`src/shared/eclk_pkg.sv`:
```
// Package: register map, field layout and constants of the EEPROM command/lock block
// Functional notes
// - Byte count from execute bits 28:24; zero means 32 bytes.
// - Byte count used only for array read and array write.
// - An execute write when idle, unlocked and with a defined code launches a transfer with command bits 18:16.
// - Command 0 array read, 1 array write, 2 status read, 3 status write.
// - Byte address used only for array read and write commands.
// - Busy flag at status bit 8 high while a transfer runs.
// - Execute write while busy sets error bit 1; write one clears it.
// - Undefined command code also sets error bit 1.
// - Done flag bit 0 set when transfer ends; write one clears.
// - Mask bit 1 lets the error flag drive the interrupt.
// - Mask bit 0 lets the done flag drive the interrupt.
// - Key accepted once into bits 30:0, then blocked until system reset.
// - Unlock write compares low 31 bits to key; match clears lock.
// - Unlock register is write-only and reads as zero.
// - While locked all array accesses refused; only reset or match unlocks.
// - At boot, word 7FCh with bit 31 set loads key and sets lock.
// - 32-byte buffer exchanges data; status commands use only byte 0.
package eclk_pkg;

  // ==========================================================
  // Register offsets
  localparam logic [7:0] OFS_LAUNCH = 8'h04;
  localparam logic [7:0] OFS_STATUS = 8'h08;
  localparam logic [7:0] OFS_MASK = 8'h0c;
  localparam logic [7:0] OFS_KEY = 8'h10;
  localparam logic [7:0] OFS_CMP = 8'h14;
  localparam logic [7:0] OFS_LOCK = 8'h18;

  // ==========================================================
  // Field positions
  localparam int SIZE_LSB = 24;
  localparam int CMD_LSB = 16;
  localparam int BUSY_BIT = 8;
  localparam int ERR_BIT = 1;
  localparam int DONE_BIT = 0;
  localparam int LOCK_BIT = 1;
  localparam int KEY_VALID_BIT = 31;
  localparam logic [10:0] BOOT_KEY_ADDR = 11'h7fc;
  localparam logic [5:0] FULL_COUNT = 6'h20;

  // ==========================================================
  // Reset values
  localparam logic [31:0] LAUNCH_RST = 32'h0000_0000;
  localparam logic [1:0] MASK_RST = 2'h0;
  localparam logic [30:0] KEY_RST = 31'h0000_0000;

  typedef enum logic [2:0] {
    ECLK_CMD_RD = 3'h0,
    ECLK_CMD_WR = 3'h1,
    ECLK_CMD_SRD = 3'h2,
    ECLK_CMD_SWR = 3'h3
  } eclk_cmd_t;

  typedef enum logic [1:0] {
    ECLK_ST_IDLE = 2'h0,
    ECLK_ST_RUN = 2'h1,
    ECLK_ST_BOOT = 2'h2
  } eclk_state_t;

  // Request to the array fabric
  typedef struct packed {
    logic [2:0] cmd;
    logic [10:0] addr;
    logic [5:0] count;
  } eclk_req_t;

endpackage : eclk_pkg

```
`src/hw/eclk_ctrl.sv`:
```
// Design: command, status and password-lock logic of the EEPROM controller
`timescale 1ns/1ps
module eclk_ctrl #(
  parameter int ADDR_W = 8
) (
  // Clock and reset
  input wire logic clock_in,
  input wire logic resetn_in,
  // Register port
  input wire logic [ADDR_W-1:0] reg_addr_in,
  input wire logic [31:0] reg_wdata_in,
  input wire logic reg_wr_in,
  input wire logic reg_rd_in,
  output logic [31:0] reg_rdata_out,
  // Array fabric
  output logic fab_start_out,
  output eclk_pkg::eclk_req_t fab_req_out,
  input wire logic fab_done_in,
  input wire logic [31:0] boot_word_in,
  input wire logic boot_valid_in,
  // Interrupt
  output logic irq_out
);

  // Register offsets need at least eight address bits
  if (ADDR_W < 8) begin : g_addr_check
    $error("ADDR_W too small");
  end

  // ==========================================================
  // Decode
  logic wr_launch, wr_status, wr_mask, wr_key, wr_cmp;
  logic [2:0] cmd_new;
  logic cmd_legal;
  logic launch_err;
  logic launch_go;
  eclk_pkg::eclk_state_t state;
  logic busy, done_flag, err_flag, lock_bit, key_written;
  logic [1:0] mask;
  logic [30:0] key;
  logic [31:0] launch_reg;

  assign wr_launch = reg_wr_in && reg_addr_in[7:0] == eclk_pkg::OFS_LAUNCH;
  assign wr_status = reg_wr_in && reg_addr_in[7:0] == eclk_pkg::OFS_STATUS;
  assign wr_mask = reg_wr_in && reg_addr_in[7:0] == eclk_pkg::OFS_MASK;
  assign wr_key = reg_wr_in && reg_addr_in[7:0] == eclk_pkg::OFS_KEY;
  assign wr_cmp = reg_wr_in && reg_addr_in[7:0] == eclk_pkg::OFS_CMP;
  assign cmd_new = reg_wdata_in[eclk_pkg::CMD_LSB +: 3];
  assign cmd_legal = cmd_new[2] == 1'b0;
  // Busy, undefined code or lock make the launch an error
  assign launch_err = wr_launch && (busy || !cmd_legal || lock_bit);
  assign launch_go = wr_launch && !launch_err;
  assign busy = state != eclk_pkg::ECLK_ST_IDLE;

  // ==========================================================
  // Execute register
  always_ff @(posedge clock_in or negedge resetn_in) begin
    if (!resetn_in) begin
      launch_reg <= eclk_pkg::LAUNCH_RST;
    end else if (launch_go) begin
      launch_reg <= reg_wdata_in;
    end
  end

  // ==========================================================
  // Transfer sequencer
  always_ff @(posedge clock_in or negedge resetn_in) begin
    if (!resetn_in) begin
      state <= eclk_pkg::ECLK_ST_BOOT;
    end else begin
      unique case (state)
        eclk_pkg::ECLK_ST_BOOT: begin
          if (boot_valid_in) begin
            state <= eclk_pkg::ECLK_ST_IDLE;
          end
        end
        eclk_pkg::ECLK_ST_IDLE: begin
          if (launch_go) begin
            state <= eclk_pkg::ECLK_ST_RUN;
          end
        end
        eclk_pkg::ECLK_ST_RUN: begin
          if (fab_done_in) begin
            state <= eclk_pkg::ECLK_ST_IDLE;
          end
        end
        default: state <= eclk_pkg::ECLK_ST_IDLE;
      endcase
    end
  end

  // Start is a one-cycle pulse; a refused launch never raises it
  always_ff @(posedge clock_in or negedge resetn_in) begin
    if (!resetn_in) begin
      fab_start_out <= 1'b0;
    end else begin
      fab_start_out <= launch_go;
    end
  end

  // Request data registered and held until the next accepted launch
  always_ff @(posedge clock_in or negedge resetn_in) begin
    if (!resetn_in) begin
      fab_req_out <= '0;
    end else begin
      if (launch_go) begin
        fab_req_out.cmd <= cmd_new;
        if (cmd_new[1]) begin
          // Status commands use buffer byte 0 only
          fab_req_out.addr <= '0;
          fab_req_out.count <= 6'h01;
        end else begin
          fab_req_out.addr <= reg_wdata_in[10:0];
          if (reg_wdata_in[eclk_pkg::SIZE_LSB +: 5] == 5'h00) begin
            fab_req_out.count <= eclk_pkg::FULL_COUNT;
          end else begin
            fab_req_out.count <= {1'b0,
              reg_wdata_in[eclk_pkg::SIZE_LSB +: 5]};
          end
        end
      end
    end
  end

  // ==========================================================
  // Status flags; a set in the same cycle as a clear wins
  always_ff @(posedge clock_in or negedge resetn_in) begin
    if (!resetn_in) begin
      done_flag <= 1'b0;
    end else if (state == eclk_pkg::ECLK_ST_RUN && fab_done_in) begin
      done_flag <= 1'b1;
    end else if (wr_status && reg_wdata_in[eclk_pkg::DONE_BIT]) begin
      done_flag <= 1'b0;
    end
  end

  always_ff @(posedge clock_in or negedge resetn_in) begin
    if (!resetn_in) begin
      err_flag <= 1'b0;
    end else if (launch_err) begin
      err_flag <= 1'b1;
    end else if (wr_status && reg_wdata_in[eclk_pkg::ERR_BIT]) begin
      err_flag <= 1'b0;
    end
  end

  always_ff @(posedge clock_in or negedge resetn_in) begin
    if (!resetn_in) begin
      mask <= eclk_pkg::MASK_RST;
    end else if (wr_mask) begin
      mask <= reg_wdata_in[1:0];
    end
  end

  assign irq_out = (mask[1] && err_flag) || (mask[0] && done_flag);

  // ==========================================================
  // Key and lock
  // Key is write-once for firmware; the boot word may preload it
  always_ff @(posedge clock_in or negedge resetn_in) begin
    if (!resetn_in) begin
      key <= eclk_pkg::KEY_RST;
      key_written <= 1'b0;
    end else if (state == eclk_pkg::ECLK_ST_BOOT) begin
      if (boot_valid_in && boot_word_in[eclk_pkg::KEY_VALID_BIT]) begin
        key <= boot_word_in[30:0];
      end
    end else if (wr_key && !key_written) begin
      key <= reg_wdata_in[30:0];
      key_written <= 1'b1;
    end
  end

  // Lock leaves only by reset or a matching compare write
  always_ff @(posedge clock_in or negedge resetn_in) begin
    if (!resetn_in) begin
      lock_bit <= 1'b0;
    end else if (state == eclk_pkg::ECLK_ST_BOOT) begin
      if (boot_valid_in && boot_word_in[eclk_pkg::KEY_VALID_BIT]) begin
        lock_bit <= 1'b1;
      end
    end else if (wr_cmp && reg_wdata_in[30:0] == key) begin
      lock_bit <= 1'b0;
    end
  end

  // ==========================================================
  // Read port; key and compare registers read as zero
  always_ff @(posedge clock_in or negedge resetn_in) begin
    if (!resetn_in) begin
      reg_rdata_out <= '0;
    end else if (reg_rd_in) begin
      unique case (reg_addr_in[7:0])
        eclk_pkg::OFS_LAUNCH: reg_rdata_out <= {3'h0, launch_reg[28:24],
          5'h00, launch_reg[18:0]};
        eclk_pkg::OFS_STATUS: reg_rdata_out <= {23'h0, busy, 6'h00,
          err_flag, done_flag};
        eclk_pkg::OFS_MASK: reg_rdata_out <= {30'h0, mask};
        eclk_pkg::OFS_LOCK: reg_rdata_out <= {30'h0, lock_bit, 1'b0};
        default: reg_rdata_out <= '0;
      endcase
    end else begin
      reg_rdata_out <= '0;
    end
  end

  // ==========================================================
  // Checks
  // Busy also falls when boot ends; only a transfer end must set done
  a_busy_done_edge: assert property (@(posedge clock_in) disable iff
    (!resetn_in) $fell(busy) && $past(state) == eclk_pkg::ECLK_ST_RUN
    |-> done_flag)
    else $error("busy fell without done");
  a_launch_sets_busy: assert property (@(posedge clock_in) disable iff
    (!resetn_in) launch_go |=> busy && fab_start_out)
    else $error("launch did not start");
  a_busy_write_err: assert property (@(posedge clock_in) disable iff
    (!resetn_in) (wr_launch && busy) |=> err_flag)
    else $error("busy launch no error");
  a_bad_cmd_err: assert property (@(posedge clock_in) disable iff
    (!resetn_in) (wr_launch && reg_wdata_in[18]) |=> err_flag && !$rose(busy))
    else $error("bad command no error");
  a_err_no_start: assert property (@(posedge clock_in) disable iff
    (!resetn_in) launch_err |=> !fab_start_out)
    else $error("error launch started");
  a_irq_err: assert property (@(posedge clock_in) disable iff
    (!resetn_in) (mask[1] && err_flag) |-> irq_out)
    else $error("error irq missing");
  a_irq_done: assert property (@(posedge clock_in) disable iff
    (!resetn_in) irq_out |-> (mask[0] && done_flag) || (mask[1] && err_flag))
    else $error("spurious irq");
  a_cmp_read_zero: assert property (@(posedge clock_in) disable iff
    (!resetn_in) reg_rd_in && reg_addr_in[7:0] == eclk_pkg::OFS_CMP
    |=> reg_rdata_out == 32'h0)
    else $error("unlock readable");
  a_full_count: assert property (@(posedge clock_in) disable iff
    (!resetn_in) launch_go && !cmd_new[1] && reg_wdata_in[28:24] == 5'h00
    |=> fab_req_out.count == 6'h20)
    else $error("zero count not 32");
  a_locked_refuse: assert property (@(posedge clock_in) disable iff
    (!resetn_in) (wr_launch && lock_bit) |=> !fab_start_out)
    else $error("locked access started");


  // ==========================================================
  // Transfer progress checks
  a_done_finish: assert property (@(posedge clock_in) disable iff
    (!resetn_in)
    state == eclk_pkg::ECLK_ST_RUN && fab_done_in
    |=> done_flag && !busy)
    else $error("finish did not set done");
  a_busy_holds: assert property (@(posedge clock_in) disable iff
    (!resetn_in)
    state == eclk_pkg::ECLK_ST_RUN && !fab_done_in
    |=> busy)
    else $error("busy dropped early");
  a_start_cause: assert property (@(posedge clock_in) disable iff
    (!resetn_in)
    fab_start_out
    |-> $past(launch_go))
    else $error("start without launch");
  a_done_clear: assert property (@(posedge clock_in) disable iff
    (!resetn_in)
    wr_status && reg_wdata_in[0] && !(state == eclk_pkg::ECLK_ST_RUN &&
    fab_done_in) |=> !done_flag)
    else $error("done not cleared");
  a_err_clear: assert property (@(posedge clock_in) disable iff
    (!resetn_in)
    wr_status && reg_wdata_in[1]
    |=> !err_flag)
    else $error("error not cleared");
  a_err_keeps_req: assert property (@(posedge clock_in) disable iff
    (!resetn_in)
    launch_err
    |=> $stable(fab_req_out))
    else $error("refused launch changed request");

  // ==========================================================
  // Request field and done interrupt checks
  a_cmd_forward: assert property (@(posedge clock_in) disable iff
    (!resetn_in)
    launch_go
    |=> fab_req_out.cmd == $past(cmd_new))
    else $error("command not forwarded");
  a_addr_forward: assert property (@(posedge clock_in) disable iff
    (!resetn_in)
    launch_go && !cmd_new[1]
    |=> fab_req_out.addr == $past(reg_wdata_in[10:0]))
    else $error("address not forwarded");
  a_count_forward: assert property (@(posedge clock_in) disable iff
    (!resetn_in)
    launch_go && !cmd_new[1] && reg_wdata_in[28:24] != 5'h00
    |=> fab_req_out.count == {1'b0, $past(reg_wdata_in[28:24])})
    else $error("count not forwarded");
  a_status_count: assert property (@(posedge clock_in) disable iff
    (!resetn_in)
    launch_go && cmd_new[1]
    |=> fab_req_out.count == 6'h01)
    else $error("status count not one");
  a_status_addr: assert property (@(posedge clock_in) disable iff
    (!resetn_in)
    launch_go && cmd_new[1]
    |=> fab_req_out.addr == 11'h000)
    else $error("status address not zero");
  a_irq_done_on: assert property (@(posedge clock_in) disable iff
    (!resetn_in)
    mask[0] && done_flag
    |-> irq_out)
    else $error("done irq missing");

  // ==========================================================
  // Key and lock checks
  a_key_once: assert property (@(posedge clock_in) disable iff
    (!resetn_in)
    wr_key && key_written
    |=> key == $past(key))
    else $error("key rewritten");
  a_key_read_zero: assert property (@(posedge clock_in) disable iff
    (!resetn_in)
    reg_rd_in && reg_addr_in[7:0] == eclk_pkg::OFS_KEY
    |=> reg_rdata_out == 32'h0)
    else $error("key readable");
  a_unlock_match: assert property (@(posedge clock_in) disable iff
    (!resetn_in)
    wr_cmp && state != eclk_pkg::ECLK_ST_BOOT && reg_wdata_in[30:0] == key
    |=> !lock_bit)
    else $error("matching key left lock");
  a_lock_holds: assert property (@(posedge clock_in) disable iff
    (!resetn_in)
    lock_bit && !wr_cmp
    |=> lock_bit)
    else $error("lock cleared without compare");
  a_boot_lock: assert property (@(posedge clock_in) disable iff
    (!resetn_in)
    state == eclk_pkg::ECLK_ST_BOOT && boot_valid_in && boot_word_in[31]
    |=> lock_bit && key == $past(boot_word_in[30:0]))
    else $error("boot word did not lock");

  // ==========================================================
  // Scenario covers
  c_transfer_done: cover property (@(posedge clock_in) disable iff
    (!resetn_in) $rose(done_flag));
  c_status_cmd: cover property (@(posedge clock_in) disable iff
    (!resetn_in) launch_go && cmd_new[1]);
  c_bad_cmd: cover property (@(posedge clock_in) disable iff
    (!resetn_in) wr_launch && !cmd_legal);
  c_busy_error: cover property (@(posedge clock_in) disable iff
    (!resetn_in) wr_launch && busy);
  c_unlock: cover property (@(posedge clock_in) disable iff
    (!resetn_in) $fell(lock_bit));

endmodule : eclk_ctrl

```
`config.mk`:
```
export PLATFORM = sky130hd
export DESIGN_NAME = eclk_ctrl
export DESIGN_NICKNAME = d
export VERILOG_FILES = /design/src/shared/eclk_pkg.sv /design/src/hw/eclk_ctrl.sv
export SDC_FILE = /design/constraint.sdc
export NUM_CORES = 1
export LEC_CHECK = 0
export ABC_AREA = 1
export BUFFER_PORTS_ARGS = -buffer_cell sky130_fd_sc_hd__buf_4
export CAP_MARGIN = 25
export CORE_ASPECT_RATIO = 1.2
export CORE_MARGIN = 3
export CORE_UTILIZATION = 56
export DETAILED_ROUTE_END_ITERATION = 6
export PLACE_DENSITY = 0.89
export SLEW_MARGIN = 20
export SYNTH_ARGS = -nofsm -noshare
export SYNTH_HDL_FRONTEND = slang
export SYNTH_SLANG_ARGS = --single-unit
```
`constraint.sdc`:
```
create_clock -name clock_in -period 4.1 [get_ports clock_in]
set_clock_uncertainty 0.05 [all_clocks]
set_input_delay 0.205 -clock clock_in [delete_from_list [all_inputs] [get_ports clock_in]]
set_output_delay 0.205 -clock clock_in [all_outputs]
set_load 0.005 [all_outputs]
```
==> impl_metrics.csv <==
group,metric,value,unit
critical_path,endpoint_kind,"flip-flop",
logic_synthesis,yosys_warnings,0,
timing,fmax,459,MHz
placement,hpwl,8.28,mm
drt,via_count,4003,
timing,setup_viol,0,
timing,hold_violations,0,
hold_path,hold_path.class,"in -> reg",
cells_and_area,final_core_util,71.9,%
die,die_y,107,µm
critical_path,worstReg2RegEnd,"key[3]",
drt,drt_drc_violations_left,0,
critical_path,slowest_stage,"dfstp_2",
global_route,grt_pass1_vias,3919,
hold_path,hold_end,"reg_rdata_out[0]",
clock_tree,ctsHoldBuffers,3,
clock_tree,cts_root_buf,"clkbuf_8",
logic_synthesis,syn_area,4790,µm²
clock_tree,cts_inserted_buffers,9,
hold_path,hp-start,"reg_rd_in",
die,start_util,58.1,%
timing,slew_headroom,41.6,%
drt,viasPerCell,5.05,
hold_path,hold_depth,3,
timing,fin_setup_tns,0,ps
drt,dr.pass1.iters,4,
clock_tree,htreeDepth,3,
cells_and_area,fill_cells,667,
power,vdd_drop_max,0.235,mV
power,power_density,333,nW/µm²
cells_and_area,layout_common_cells,"157 x nand2_1, 123 x buf_4, 104 x dfrtp_1",
logic_synthesis,syn_avg_cell_area,8.52,µm²
global_route,antenna_found_initial,0,
critical_path,ff2ff_setup_slack,1920,ps
timing,fin_crit,2180,ps
global_route,overflow,0,
logic_synthesis,syn_inst,562,
cells_and_area,largest_register_ffs,31,
global_route,grt.total_usage,24.4,%
critical_path,crit_type,"reg -> reg",
critical_path,crit_buf_inv,1,
power,power_leakage,3.18,nW
clock_tree,post_cts_buffers,0,
timing,tightest_slew,876,ps
timing,hold_ws,17.6,ps
global_route,grt_first_pass_wirelength,18.7,mm
die,rows,36,
cells_and_area,syn2layout_area_growth,23.8,%
drt,drt-initial-drc-count,245,
clock_tree,clkSinkCount,105,
clock_tree,cts_buffer_depth,2,
drt,avgRoutedWirePerCell,14.2,µm
die,fp.dieW,90.4,µm
logic_synthesis,synth_cell_types,34,
clock_tree,insertion_delay,370,ps
cells_and_area,nets,751,
timing,setup_slack,1920,ps
critical_path,reg2reg_depth,6,
run,drv_cap,0,
clock_tree,cts_tree,"done",
critical_path,cp.arrival,2420,ps
clock_tree,clkTransAtPathRegs,120,ps
cells_and_area,drive_above_1_share,22.7,%
critical_path,worstPathRequired,4340,ps
drt,ant_nets,0,
critical_path,crit_path_cell_trace,"inv_2 > nor2_4 > nand3_1 > nand2_4 > nor2_1 > a31oi_1",
global_route,grt_max_degree,72,
die,die-area,9700,µm²
die,core-area,8240,µm²
power,total_power,1.98,mW
timing,rsz0062_at_grt,"false",
die,ios,132,
critical_path,slowest_delay,550,ps
critical_path,critPathLaunchType,"flip-flop",
clock_tree,cts-resized-gates,0,
critical_path,crit_family,"simple AND/OR/NAND/NOR gates",
timing,finalCritPeriodShare,53.1,%
cells_and_area,diodes,0,
logic_synthesis,synth_seq_cells,105,
placement,portBuffers,122,
status,status,"complete, no violations",
logic_synthesis,synth_seq_area_share,54.9,%
placement,pre_cts_ws,1930,ps
drt,postRouteWirelength,11.3,mm
critical_path,timing.rr.start,"state[1]",
cells_and_area,final_common_cell,"nand2_1",
placement,place.gp.congestion,0.831,
timing,drv_slew,0,
critical_path,path_max_fanout,62,
cell families (layout without fill, tap and decap cells):
family | Yosys count | count (layout) | share of synthesized area (%)
xor+xnor | 18 | 18 | 3.29
other cells | 1 | 8 | 0.0783
buf+inv | 101 | 210 | 9.67
compound gates | 94 | 94 | 11.1
flops | 105 | 105 | 54.9
simple gates | 243 | 243 | 21.0
power breakdown:
part / switching (mW) / internal [mW]
sequential: 0.0181 / 1.07
combinational: 0.107 / 0.0948
clock: 0.389 / 0.301
total: 0.514 / 1.46
cell type report:
cell class              count  area (µm²)  share of cell area, %
clock inverters             7        97.6                   1.65
inverters                  68         256                   4.33
multi-input cells         363        1720                   29.1
well taps                 114         143                   2.41
clock buffers               9         124                   2.09
flip-flops and latches    105        2630                   44.4
repair buffers            126         953                   16.1
per-stage QoR:
step,cell area [µm²],instances
6_report,5930,792
5_1_grt,5930,792
4_1_cts,5930,792
3_5_place_dp,5670,773
3_3_place_gp,5670,773
2_1_floorplan,4810,569
cells in the mapped netlist, drive strengths merged:
master,number,area share (%)
dfstp,1,0.55
nand3,14,1.9
buf,21,3.3
clkbuf,12,0.97
o21a,1,0.16
a31oi,14,1.8
nor3,7,0.94
xnor2,10,1.8
inv,67,5.3
dfrtp,104,54
nand4,1,0.13
a21oi,4,0.42
xor2,8,1.5
nand2,158,13
clkinv,1,0.10
nor4,2,0.26
o21ai,58,6.1
o31ai,1,0.16
conb,1,0.078
o211ai,13,2.0
o22ai,2,0.26
a22o,1,0.18
nor2,61,5.1
routing by layer:
| metal | up-vias | wire length (µm) | track usage (%) | share of wire (%) |
|---|---|---|---|---|
| met2 | 135 | 5760 | 40.3 | 51 |
| met5 | - | 0 | 0 | 0 |
| met1 | 1888 | 4650 | 32.9 | 41 |
| li1 | 1965 | - | - | - |
| met4 | 0 | 202 | 9.41 | 1.8 |
| met3 | 15 | 652 | 3.78 | 5.8 |
worst min-delay path, cell delays in order:
cell     delay (ps)
buf_4           100
nand2_1          50
inv_1            40
how the worst max path moves through the flow:
stage / cells after the start / from / endpoint / slack, ps
6_report: 6 / state[1] / key[3] / 1920
5_1_grt: 6 / state[1] / key[3] / 1710
4_1_cts: 6 / state[1] / key[3] / 1910
3_5_place_dp: 6 / state[1] / key[3] / 1930
3_3_place_gp: 6 / state[1] / key[0] / 2000
2_1_floorplan: 8 / state[1] / key[0] / 2650
(Power assumes the default switching activity.)
